[config.mk]
export PLATFORM = sky130hd
export DESIGN_NAME = epr_top
export DESIGN_NICKNAME = d
export VERILOG_FILES = /design/src/rtl/epr_pkg.sv /design/src/rtl/epr_pin_detect.sv /design/src/rtl/epr_top.sv
export SDC_FILE = /design/constraint.sdc
export NUM_CORES = 1
export LEC_CHECK = 0
export BUFFER_PORTS_ARGS = -buffer_cell sky130_fd_sc_hd__buf_2
export CORE_MARGIN = 4
export CORE_UTILIZATION = 39
export CTS_CLUSTER_SIZE = 12
export DETAILED_ROUTE_END_ITERATION = 6
export PLACE_DENSITY = 0.95
export SETUP_SLACK_MARGIN = 0.2
export SYNTH_ARGS = -nofsm -noshare
export SYNTH_HDL_FRONTEND = slang
export SYNTH_SLANG_ARGS = --single-unit
[constraint.sdc]
create_clock -name clock -period 2.66 [get_ports clock]
set_input_delay 0.399 -clock clock [delete_from_list [all_inputs] [get_ports clock]]
set_output_delay 0.399 -clock clock [all_outputs]
set_load 0.1 [all_outputs]
[src/rtl/epr_pkg.sv]
// Constants for the external request pin block: register map and fields.
// Assumes a 32-bit APB slave with the control register in byte lane 0.
package epr_pkg;

   // ****************************************
   // Register map
   // ****************************************
   localparam int ADDR_W = 12;
   localparam logic [ADDR_W-1:0] PIN_REQUEST_STATUS_CONTROL_OFFS = 12'h000;
   localparam logic [7:0] PIN_REQUEST_STATUS_CONTROL_RST = 8'h00;

   // ****************************************
   // Field positions
   // ****************************************
   localparam int PULL_DEVICE_DISABLE_BIT = 6;
   localparam int EDGE_POLARITY_SELECT_BIT = 5;
   localparam int REQUEST_PIN_ENABLE_BIT = 4;
   localparam int REQUEST_EVENT_FLAG_BIT = 3;
   localparam int REQUEST_EVENT_ACKNOWLEDGE_BIT = 2;
   localparam int REQUEST_INTERRUPT_ENABLE_BIT = 1;
   localparam int DETECTION_MODE_SELECT_BIT = 0;

endpackage : epr_pkg

[src/rtl/epr_pin_detect.sv]
// Event detector for the request pin: edge and edge-plus-level modes.
// Assumes the pin is already synchronous to the clock.
`timescale 1ns/1ps
module epr_pin_detect (
   // Clock and reset
   input wire logic clock,
   input wire logic rst_n,
   // Pin and controls
   input wire logic pin,
   input wire logic enable,
   input wire logic rising,
   input wire logic level_mode,
   // Results
   output logic asserted,
   output logic event_hit
);

   // ****************************************
   // State
   // ****************************************
   typedef struct packed {
      logic prev_asserted;
   } epr_det_s;

   epr_det_s det_reg;
   epr_det_s det_next;

   always_comb begin
      // Polarity folded in, so one edge test serves both senses
      // polarity select
      asserted = rising ? pin : ~pin;
      det_next = det_reg;
      det_next.prev_asserted = asserted;
      event_hit = enable &
         ((asserted & ~det_reg.prev_asserted) | (level_mode & asserted));
   end

   always_ff @(posedge clock) begin
      if (!rst_n) begin
         det_reg <= '0;
      end else begin
         det_reg <= det_next;
      end
   end

endmodule : epr_pin_detect

[src/rtl/epr_top.sv]
// External interrupt request pin logic with its APB control register.
// Assumes the pin is synchronous to the 40 MHz clock; pull device and
// CPU request are driven outward as plain levels.
//
// Notes on behaviour
// - Pull resistor off when pull-disable bit 6 set and pin enabled.
// - Bit 5 zero selects falling/low; one selects rising/high.
// - Rising polarity with pull enabled makes the pull a pulldown.
// - Pin-enable bit 4 low means the pin makes no events.
// - Read-only flag bit 3 sets on each qualifying pin event.
// - Writing one to bit 2 clears the flag; bit reads zero.
// - In level mode flag stays set while pin stays asserted.
// - Interrupt-enable bit 1 passes the flag as CPU request.
// - Mode bit 0: zero edges only, one edges and levels.
//
// Design decisions made here: register access over APB and the address map.
`timescale 1ns/1ps
module epr_top (
   // Clock and reset
   input wire logic clock,
   input wire logic rst_n,
   // APB slave
   input wire logic psel,
   input wire logic penable,
   input wire logic pwrite,
   input wire logic [epr_pkg::ADDR_W-1:0] paddr,
   input wire logic [31:0] pwdata,
   input wire logic [3:0] pstrb,
   output logic [31:0] prdata,
   output logic pready,
   output logic pslverr,
   // Request pin and pad control
   input wire logic request_pin,
   output logic pull_enable,
   output logic pull_down_select,
   // CPU request
   output logic cpu_irq
);

   // ****************************************
   // State
   // ****************************************
   typedef struct packed {
      logic pull_device_disable;
      logic edge_polarity_select;
      logic request_pin_enable;
      logic request_interrupt_enable;
      logic detection_mode_select;
      logic request_event_flag;
      logic [31:0] rdata;
      logic ready;
      logic slverr;
      logic irq;
      logic pull_en;
      logic pull_dn;
   } epr_state_s;

   epr_state_s s_reg;
   epr_state_s s_next;

   logic asserted;
   logic event_hit;
   logic setup;
   logic hit;
   logic wr;
   logic ack;
   logic [7:0] rd_byte;

   // ****************************************
   // Detector
   // ****************************************
   epr_pin_detect u_detect (
      .clock(clock),
      .rst_n(rst_n),
      .pin(request_pin),
      .enable(s_reg.request_pin_enable),
      .rising(s_reg.edge_polarity_select),
      .level_mode(s_reg.detection_mode_select),
      .asserted(asserted),
      .event_hit(event_hit)
   );

   // ****************************************
   // Next state
   // ****************************************
   always_comb begin
      s_next = s_reg;
      setup = psel & ~penable;
      hit = (paddr == epr_pkg::PIN_REQUEST_STATUS_CONTROL_OFFS);
      // Write lands only at the edge where the master sees pready
      wr = psel & penable & s_reg.ready & pwrite & hit & pstrb[0];
      ack = wr & pwdata[epr_pkg::REQUEST_EVENT_ACKNOWLEDGE_BIT];
      rd_byte = 8'h00;
      rd_byte[epr_pkg::PULL_DEVICE_DISABLE_BIT] = s_reg.pull_device_disable;
      rd_byte[epr_pkg::EDGE_POLARITY_SELECT_BIT] =
         s_reg.edge_polarity_select;
      rd_byte[epr_pkg::REQUEST_PIN_ENABLE_BIT] = s_reg.request_pin_enable;
      rd_byte[epr_pkg::REQUEST_EVENT_FLAG_BIT] = s_reg.request_event_flag;
      rd_byte[epr_pkg::REQUEST_INTERRUPT_ENABLE_BIT] =
         s_reg.request_interrupt_enable;
      rd_byte[epr_pkg::DETECTION_MODE_SELECT_BIT] =
         s_reg.detection_mode_select;
      // Zero wait state: answer is ready in the first access cycle
      s_next.ready = setup;
      s_next.slverr = setup & ~hit;
      if (setup) begin
         s_next.rdata = (hit & ~pwrite) ? {24'h000000, rd_byte} : 32'h0;
      end
      if (wr) begin
         s_next.pull_device_disable =
            pwdata[epr_pkg::PULL_DEVICE_DISABLE_BIT];
         s_next.edge_polarity_select =
            pwdata[epr_pkg::EDGE_POLARITY_SELECT_BIT];
         s_next.request_pin_enable = pwdata[epr_pkg::REQUEST_PIN_ENABLE_BIT];
         s_next.request_interrupt_enable =
            pwdata[epr_pkg::REQUEST_INTERRUPT_ENABLE_BIT];
         s_next.detection_mode_select =
            pwdata[epr_pkg::DETECTION_MODE_SELECT_BIT];
      end
      if (event_hit) begin
         s_next.request_event_flag = 1'b1;
      end else if (ack) begin
         s_next.request_event_flag = 1'b0;
      end
      s_next.irq = s_next.request_interrupt_enable &
         s_next.request_event_flag;
      s_next.pull_en = s_next.request_pin_enable &
         ~s_next.pull_device_disable;
      s_next.pull_dn = s_next.pull_en & s_next.edge_polarity_select;
   end

   always_ff @(posedge clock) begin
      if (!rst_n) begin
         s_reg <= '0;
      end else begin
         s_reg <= s_next;
      end
   end

   assign prdata = s_reg.rdata;
   assign pready = s_reg.ready;
   assign pslverr = s_reg.slverr;
   assign pull_enable = s_reg.pull_en;
   assign pull_down_select = s_reg.pull_dn;
   assign cpu_irq = s_reg.irq;

   logic wr_pe_pdd;
   logic wr_pull_rise;
   assign wr_pe_pdd = wr & pwdata[epr_pkg::REQUEST_PIN_ENABLE_BIT] &
      pwdata[epr_pkg::PULL_DEVICE_DISABLE_BIT];
   assign wr_pull_rise = wr & pwdata[epr_pkg::REQUEST_PIN_ENABLE_BIT] &
      ~pwdata[epr_pkg::PULL_DEVICE_DISABLE_BIT] &
      pwdata[epr_pkg::EDGE_POLARITY_SELECT_BIT];
endmodule : epr_top

-- Word-level counts from Yosys, hierarchy flattened
Index checks and enable logic that the tools add are counted.
- mux-type cells: 5
- bitwise gates (word level): 22
- reductions and logical operators: 1
- operators by type and width (operator ; number):
    AND 1 bit ; 15
    logical NOT 12 bit ; 1
    two-way mux 7 bit ; 1
    NOT 1 bit ; 6
    two-way mux 5 bit ; 1
    two-way mux 1 bit ; 3
    bitwise OR 1 bit ; 1
- register bits: 44
- bits of input ports: 54
- output and inout bits: 37
- logic and storage cells: 41

-- Depth between registers and ports, before layout
Gate-level depths: netlist of the first run.
- depth in word-level cells: 9
- depth in mapped cells: 5
- depth with buffers taken out: 4

-- By module
A second synthesis of the first run with hierarchy kept.
- cells, all modules: 101
- area, all modules: 984.7 µm²
- modules (own cells, without submodules) (module ; times used ; cells an instance ; area each (µm²) ; seq. area each (µm²)):
    epr_top ; 1 ; 96 ; 929.6 ; 340.3
    epr_pin_detect ; 1 ; 5 ; 55.1 ; 20.0

-- Worst setup path after synthesis of the first run
Ideal clock, no wire load.
- path type: register to register
- start point: register s_reg (netlist bit pready)
- end point: register s_reg (netlist bit rd_byte[3])
- library setup time: 0.125 ns
- data arrival time: 1.668 ns
- required time: 2.535 ns
- setup slack: 0.866 ns
- cell stages (with the launch flop): 4
- buffers on the path: 0
- period minus slack after synthesis: 1.794 ns
- path through: dfxtp_1 nand4_1 o21ai_0 a21oi_1
- word-level cells in the longest chain between the ends: 7
- RTL lines (item ; RTL line ; text):
    start, declared ; epr_top.sv:58 ; epr_state_s s_reg;
    start signal, assigned ; epr_top.sv:136 ; s_reg <= s_next;
    AND 1 bit (4 in a row) ; epr_top.sv:91 ; wr = psel & penable & s_reg.ready & pwrite & hit & pstrb[0];
    AND 1 bit ; epr_top.sv:92 ; ack = wr & pwdata[epr_pkg::REQUEST_EVENT_ACKNOWLEDGE_BIT];
    two-way mux 1 bit ; epr_top.sv:122 ; end else if (ack) begin
    two-way mux 1 bit ; epr_top.sv:120 ; if (event_hit) begin
No other way between the ends.
A chain may end at the register's enable or synchronous reset.

-- Worst setup path in the final report of the first run
- start point: register s_reg (netlist bit prdata[5])
- end point: output port prdata[5]
- RTL lines (item ; RTL line ; text):
    end, declared ; epr_top.sv:29 ; output logic [31:0] prdata,
No word-level cell between the ends.

==> results of run 1 <==
-- cells by family after synthesis --
| logic type | synth area share [%] |
|---|---|
| XOR/XNOR | 0.898 |
| flip-flops | 36.9 |
| buffers and inverters | 22.4 |
| other | 0.384 |
| AND/OR/NAND/NOR | 24.6 |
| AO/OA/AOI/OAI | 14.7 |
-- placed cells by master, fill, tap and decap left out --
cell type / n
a21oi_1: 9
a21oi_2: 1
a22o_1: 4
a2bb2oi_1: 1
a32oi_1: 1
and2_1: 2
and3_1: 1
and4_1: 1
buf_2: 35
clkbuf_4: 3
clkinv_1: 1
conb_1: 26
dfxtp_1: 18
inv_1: 2
nand2_1: 5
nand2b_1: 2
nand3_1: 5
nand3_2: 1
nand4_1: 2
nand4b_1: 2
nor2_1: 2
nor2b_1: 3
nor3_2: 2
nor4_4: 3
o211ai_1: 1
o21ai_0: 6
or2_1: 1
xnor2_1: 1
-- power groups by stage --
stage	Combinational (mW)	Sequential (mW)	Clock (mW)
2_1_floorplan	0.201	0.287	0
3_3_place_gp	0.208	0.278	0
3_5_place_dp	0.209	0.278	0
4_1_cts	0.210	0.272	0.136
5_1_grt	0.216	0.272	0.144
6_report	0.210	0.272	0.129
-- layout make-up --
type	instances	share of cell area (%)
Timing Repair Buffer	35	16.0
Multi-Input combinational cell	82	44.8
Clock buffer	3	2.06
Tap cell	28	3.20
Inverter	3	1.03
Sequential cell	18	32.9
-- per-layer routing --
layer  wire length (um)  vias to the layer above
met3                263                        4
met4                 45                        0
li1                   -                      389
met2                900                       55
met1                743                      335
met5                  0                        -
-- per-stage QoR --
step	hold WS (ns)	cell area [um^2]
2_1_floorplan	0.449	1070
3_3_place_gp	0.446	1070
3_5_place_dp	0.453	1070
4_1_cts	0.351	1090
5_1_grt	0.355	1090
6_report	0.366	1090
-- worst max-delay path by stage --
stage                      startpoint                     to  cells past startpoint
2_1_floorplan       pready$_SDFF_PN0_  rd_byte[3]$_SDFF_PN0_                      3
3_3_place_gp                 paddr[6]  rd_byte[1]$_SDFF_PN0_                      5
3_5_place_dp                 paddr[2]  rd_byte[1]$_SDFF_PN0_                      5
4_1_cts             pready$_SDFF_PN0_                 pready                      1
5_1_grt             pready$_SDFF_PN0_                 pready                      1
6_report       prdata[5]$_SDFFE_PN0P_              prdata[5]                      1
==> impl_metrics.tcl, run 1 <==
set metrics [dict create \
    outcome "completed" \
    grt_pass1_vias 732 \
    syn-instance-count 106 \
    ant_nets 0 \
    grt_pass1_wl_um 2990 \
    top_level_ports 91 \
    insertion_delay_ns 0.29 \
    met1_usage_pct 13.4 \
    use_met2_pct 19.0 \
    wl_per_cell_um 11.6 \
    cts_made_buffers 3 \
    clockPowerShare_pct 21.1 \
    gp_congestion 0.802 \
    vias 783 \
    setup_ws_ns 1.19 \
    start_kind "flip-flop" \
    synth_commonest_cells "27 x buf_4, 18 x dfxtp_1, 9 x a21oi_1" \
    yosysMostFrequentCell "buf_4" \
    ff2ff_setup_slack_ns 1.45 \
    cts_root_buf "clkbuf_4" \
    die_y_um 58.0 \
    power_density_nw_per_um2 558 \
    synth_top_cell_area_share_pct 36.9 \
    synth_area_um2 976 \
    final-setup-viol-count 0 \
    fillers 235 \
    multi_input_area_um2 490 \
    grt-busiest-layer "met2" \
    ys_types 28 \
    diodes 0 \
    crit_slowest_cell "buf_2" \
    min_from "pwdata[4]" \
    hold_buffers 0 \
    rsz0062_at_grt "false" \
    place_inst 166 \
    r2r_end "rd_byte[3]$_SDFF_PN0_" \
    use_met3_pct 2.00 \
    place.port_buffers 35 \
    pwr-share-seq_pct 44.5 \
    drive_gt1_share_pct 31.9 \
    coreArea_um2 2300 \
    synth-seq-cells 18 \
    seqCellArea_um2 360 \
    holdPathEnd "rd_byte[4]$_SDFF_PN0_" \
    post_cts_buffers 0 \
    p_total_uw 611 \
    synth_largest_area_cell "dfxtp_1" \
    synth_area_per_cell_um2 9.21 \
    critical-path-top-delay-family "buffers and inverters" \
    cp-end-kind "output port" \
    dp_slack_ns 0.960 \
    instances_no_fill 169 \
    max_cap_viol_count 0 \
    worstPathMaxFanout 2 \
    hpwl_um 1620 \
    whs_path_depth 3 \
    p_sw_share_pct 43.8 \
    fin_nets 197 \
    synth_area_leaders "dfxtp_1 37%, buf_4 21%, nor4_4 6.5%, a21oi_1 4.6%, a22o_1 3.6%" \
    die_w_um 58.0 \
    cp.arrival_ns 1.08 \
    p_switching_uw 268 \
    grt_start_max_net_pins 11 \
    p_comb_share_pct 34.4 \
    synth_edf_count 0 \
    hp-class "input pin to flip-flop" \
    antenna_found_initial 0 \
    max_freq_ghz 0.678 \
    r2r_cells 3 \
    clock_sinks 18 \
    syn_to_final_growth_pct 12.2 \
    timing.rr.start "pready$_SDFF_PN0_" \
    clk_path_buf_depth 2 \
    p_leak_nw 0.500 \
    path_clk_slew_ns 0.09 \
    worst_path_largest_cell_delay_ns 0.43 \
    synthArstFlopShare_pct 0 \
    ys_seq_area_share_pct 36.9 \
    peakVddDrop_mv 0.320 \
    crit_buf_inv 1 \
    final_util_pct 47.7 \
    die_area_um2 3370 \
    viasPerCell 4.63 \
    drtIter0Drc 11 \
    drc 0 \
    grt_use_total_pct 11.6 \
    min_period_ns 1.47 \
    cts_tree "done" \
    post-route-period-util_pct 55.4 \
    htreeDepth 1 \
    num_rows 17 \
    start_util_pct 42.5 \
    cell_internal_pwr_uw 344 \
    dr.pass1.iters 4 \
    gr-total-overflow 0 \
    finalMaxSlewViolations 0 \
    cts_resized 0 \
    timing_hold_violations_final 0 \
    skew_ns 0.00711 \
    critical_path.cell_chain "buf_2" \
    crit_type "flip-flop to output port" \
    finalSetupTns_ns 0 \
    required_ns 2.26 \
    drt-total-wl_um 1950 \
    synth-warning-count 0 \
    synth_ff_type "dfxtp_1" \
]
Note: power is estimated with default switching activity, not from simulation.
==> inputs of run 2 (changes only) <==
- CORE_UTILIZATION: 39 -> 33
- PLACE_DENSITY: 0.95 -> 0.87
- clock period: 2.66 -> 1.2 ns (I/O delays scaled with it)
==> impl_metrics.tcl, run 2 (synthesis results as in run 1) <==
set metrics [dict create \
    peakVddDrop_mv 0.664 \
    post-route-period-util_pct 88.1 \
    start_util_pct 35.1 \
    min_period_ns 1.06 \
    skew_ns 0.00119 \
    ff2ff_setup_slack_ns 0.19 \
    die_y_um 62.4 \
    drtIter0Drc 28 \
    p_leak_nw 0.632 \
    cts_tree "done" \
    die_area_um2 3890 \
    final_util_pct 52.3 \
    cts_root_buf "clkbuf_4" \
    syn_to_final_growth_pct 49.1 \
    crit_type "input pin to flip-flop" \
    cts_made_buffers 3 \
    critical-path-top-delay-family "buffers and inverters" \
    gp_congestion 0.819 \
    drive_gt1_share_pct 46.8 \
    die_w_um 62.4 \
    ant_nets 0 \
    drc 0 \
    clk_path_buf_depth 2 \
    crit_buf_inv 3 \
    worstPathMaxFanout 6 \
    layout_common_cells "26 x conb_1, 19 x buf_2, 12 x buf_4, 11 x dfxtp_2, 11 x buf_12" \
    top_level_ports 91 \
    diodes 0 \
    critical_path.cell_chain "buf_2 -> nor4_4 -> buf_4 -> nand3_4 -> buf_6 -> o211ai_1 -> a21oi_1" \
    required_ns 1.39 \
    setup_ws_ns 0.142 \
    htreeDepth 1 \
    final-setup-viol-count 0 \
    path_clk_slew_ns 0.10 \
    grt_pass1_wl_um 3530 \
    layout_commonest_cell "conb_1" \
    dr.pass1.iters 4 \
    gr-total-overflow 0 \
    num_rows 19 \
    cp.arrival_ns 1.24 \
    hold_ws_ns 0.141 \
    finalMaxSlewViolations 0 \
    hold_buffers 0 \
    fin_nets 211 \
    hp-class "input pin to flip-flop" \
    grt_use_total_pct 11.4 \
    antenna_found_initial 0 \
    dp_slack_ns -0.180 \
    instances_no_fill 187 \
    coreArea_um2 2780 \
    insertion_delay_ns 0.29 \
    cp-end-kind "flip-flop" \
    vias 854 \
    hpwl_um 1770 \
    max_cap_viol_count 0 \
    viasPerCell 4.57 \
    grt_start_max_net_pins 11 \
    start_kind "input pin" \
    timing_hold_violations_final 0 \
    fillers 255 \
    drt-total-wl_um 2250 \
    place.port_buffers 35 \
    outcome "completed" \
    rsz0062_at_grt "true" \
    power_density_nw_per_um2 1010 \
    worst_path_largest_cell_delay_ns 0.27 \
    place_inst 179 \
    grt_pass1_vias 821 \
    clock_sinks 18 \
    max_freq_ghz 0.945 \
    crit_slowest_cell "nor4_4" \
    wl_per_cell_um 12.0 \
]
## run 2: path summary, 6_finish.rpt
path / from / to / depth (start not counted)
hold reg to reg: prdata[1]$_SDFFE_PN0P_ / prdata[1]$_SDFFE_PN0P_ / 2
setup reg to reg: pready$_SDFF_PN0_ / pull_down_select$_SDFF_PN0_ / 4
setup / recovery: paddr[9] / pull_down_select$_SDFF_PN0_ / 7
hold / removal: pwdata[0] / rd_byte[0]$_SDFFE_PN0N_ / 3
## run 2: area by class of cell
type | count | area, um^2 | share of cell area [%]
Multi-Input combinational cell | 82 | 507 | 34.8
Timing Repair Buffer | 49 | 484 | 33.3
Sequential cell | 18 | 378 | 26.0
Tap cell | 31 | 38.8 | 2.67
Clock buffer | 4 | 36.3 | 2.49
Inverter | 3 | 11.3 | 0.774
## run 2: repair_timing
| action | 4_1_cts | 5_1_grt |
|---|---|---|
| pin swaps | 11 | 6 |
| hold endpoints to repair | 0 | 0 |
| setup endpoints to repair | 22 | 26 |
| resized for setup | 10 | 2 |
| buffers inserted | 4 | 0 |
## run 2: per-stage QoR
step / setup TNS [ns] / cell area [um^2] / total power [mW]
floorplan: -0.0939 / 1110 / 1.08
global placement: -1.27 / 1350 / 1.10
detailed placement: -1.86 / 1350 / 1.11
CTS: 0 / 1450 / 1.48
global route: 0 / 1460 / 1.53
finish: 0 / 1460 / 1.48
## run 2: routing by layer
layer	global-route usage [%]	share of wire, %	vias to the layer above
li1	-	-	421
met1	13.4	40	387
met2	18.8	49	44
met3	4.32	10	2
met4	3.98	0.76	0
met5	0	0	-
## run 2: worst min-delay path, delay by kind of cell
| kind | cells | cell delay [ns] |
|---|---|---|
| compound gates | 1 | 0.06 |
| buf+inv | 1 | 0.10 |
| simple gates | 1 | 0.06 |
## run 2: power by group
| group | internal [mW] | switching [mW] | leakage, nW |
|---|---|---|---|
| Combinational | 0.0737 | 0.428 | 0.459 |
| Sequential | 0.600 | 0.00320 | 0.152 |
| Clock | 0.185 | 0.186 | 0.0210 |
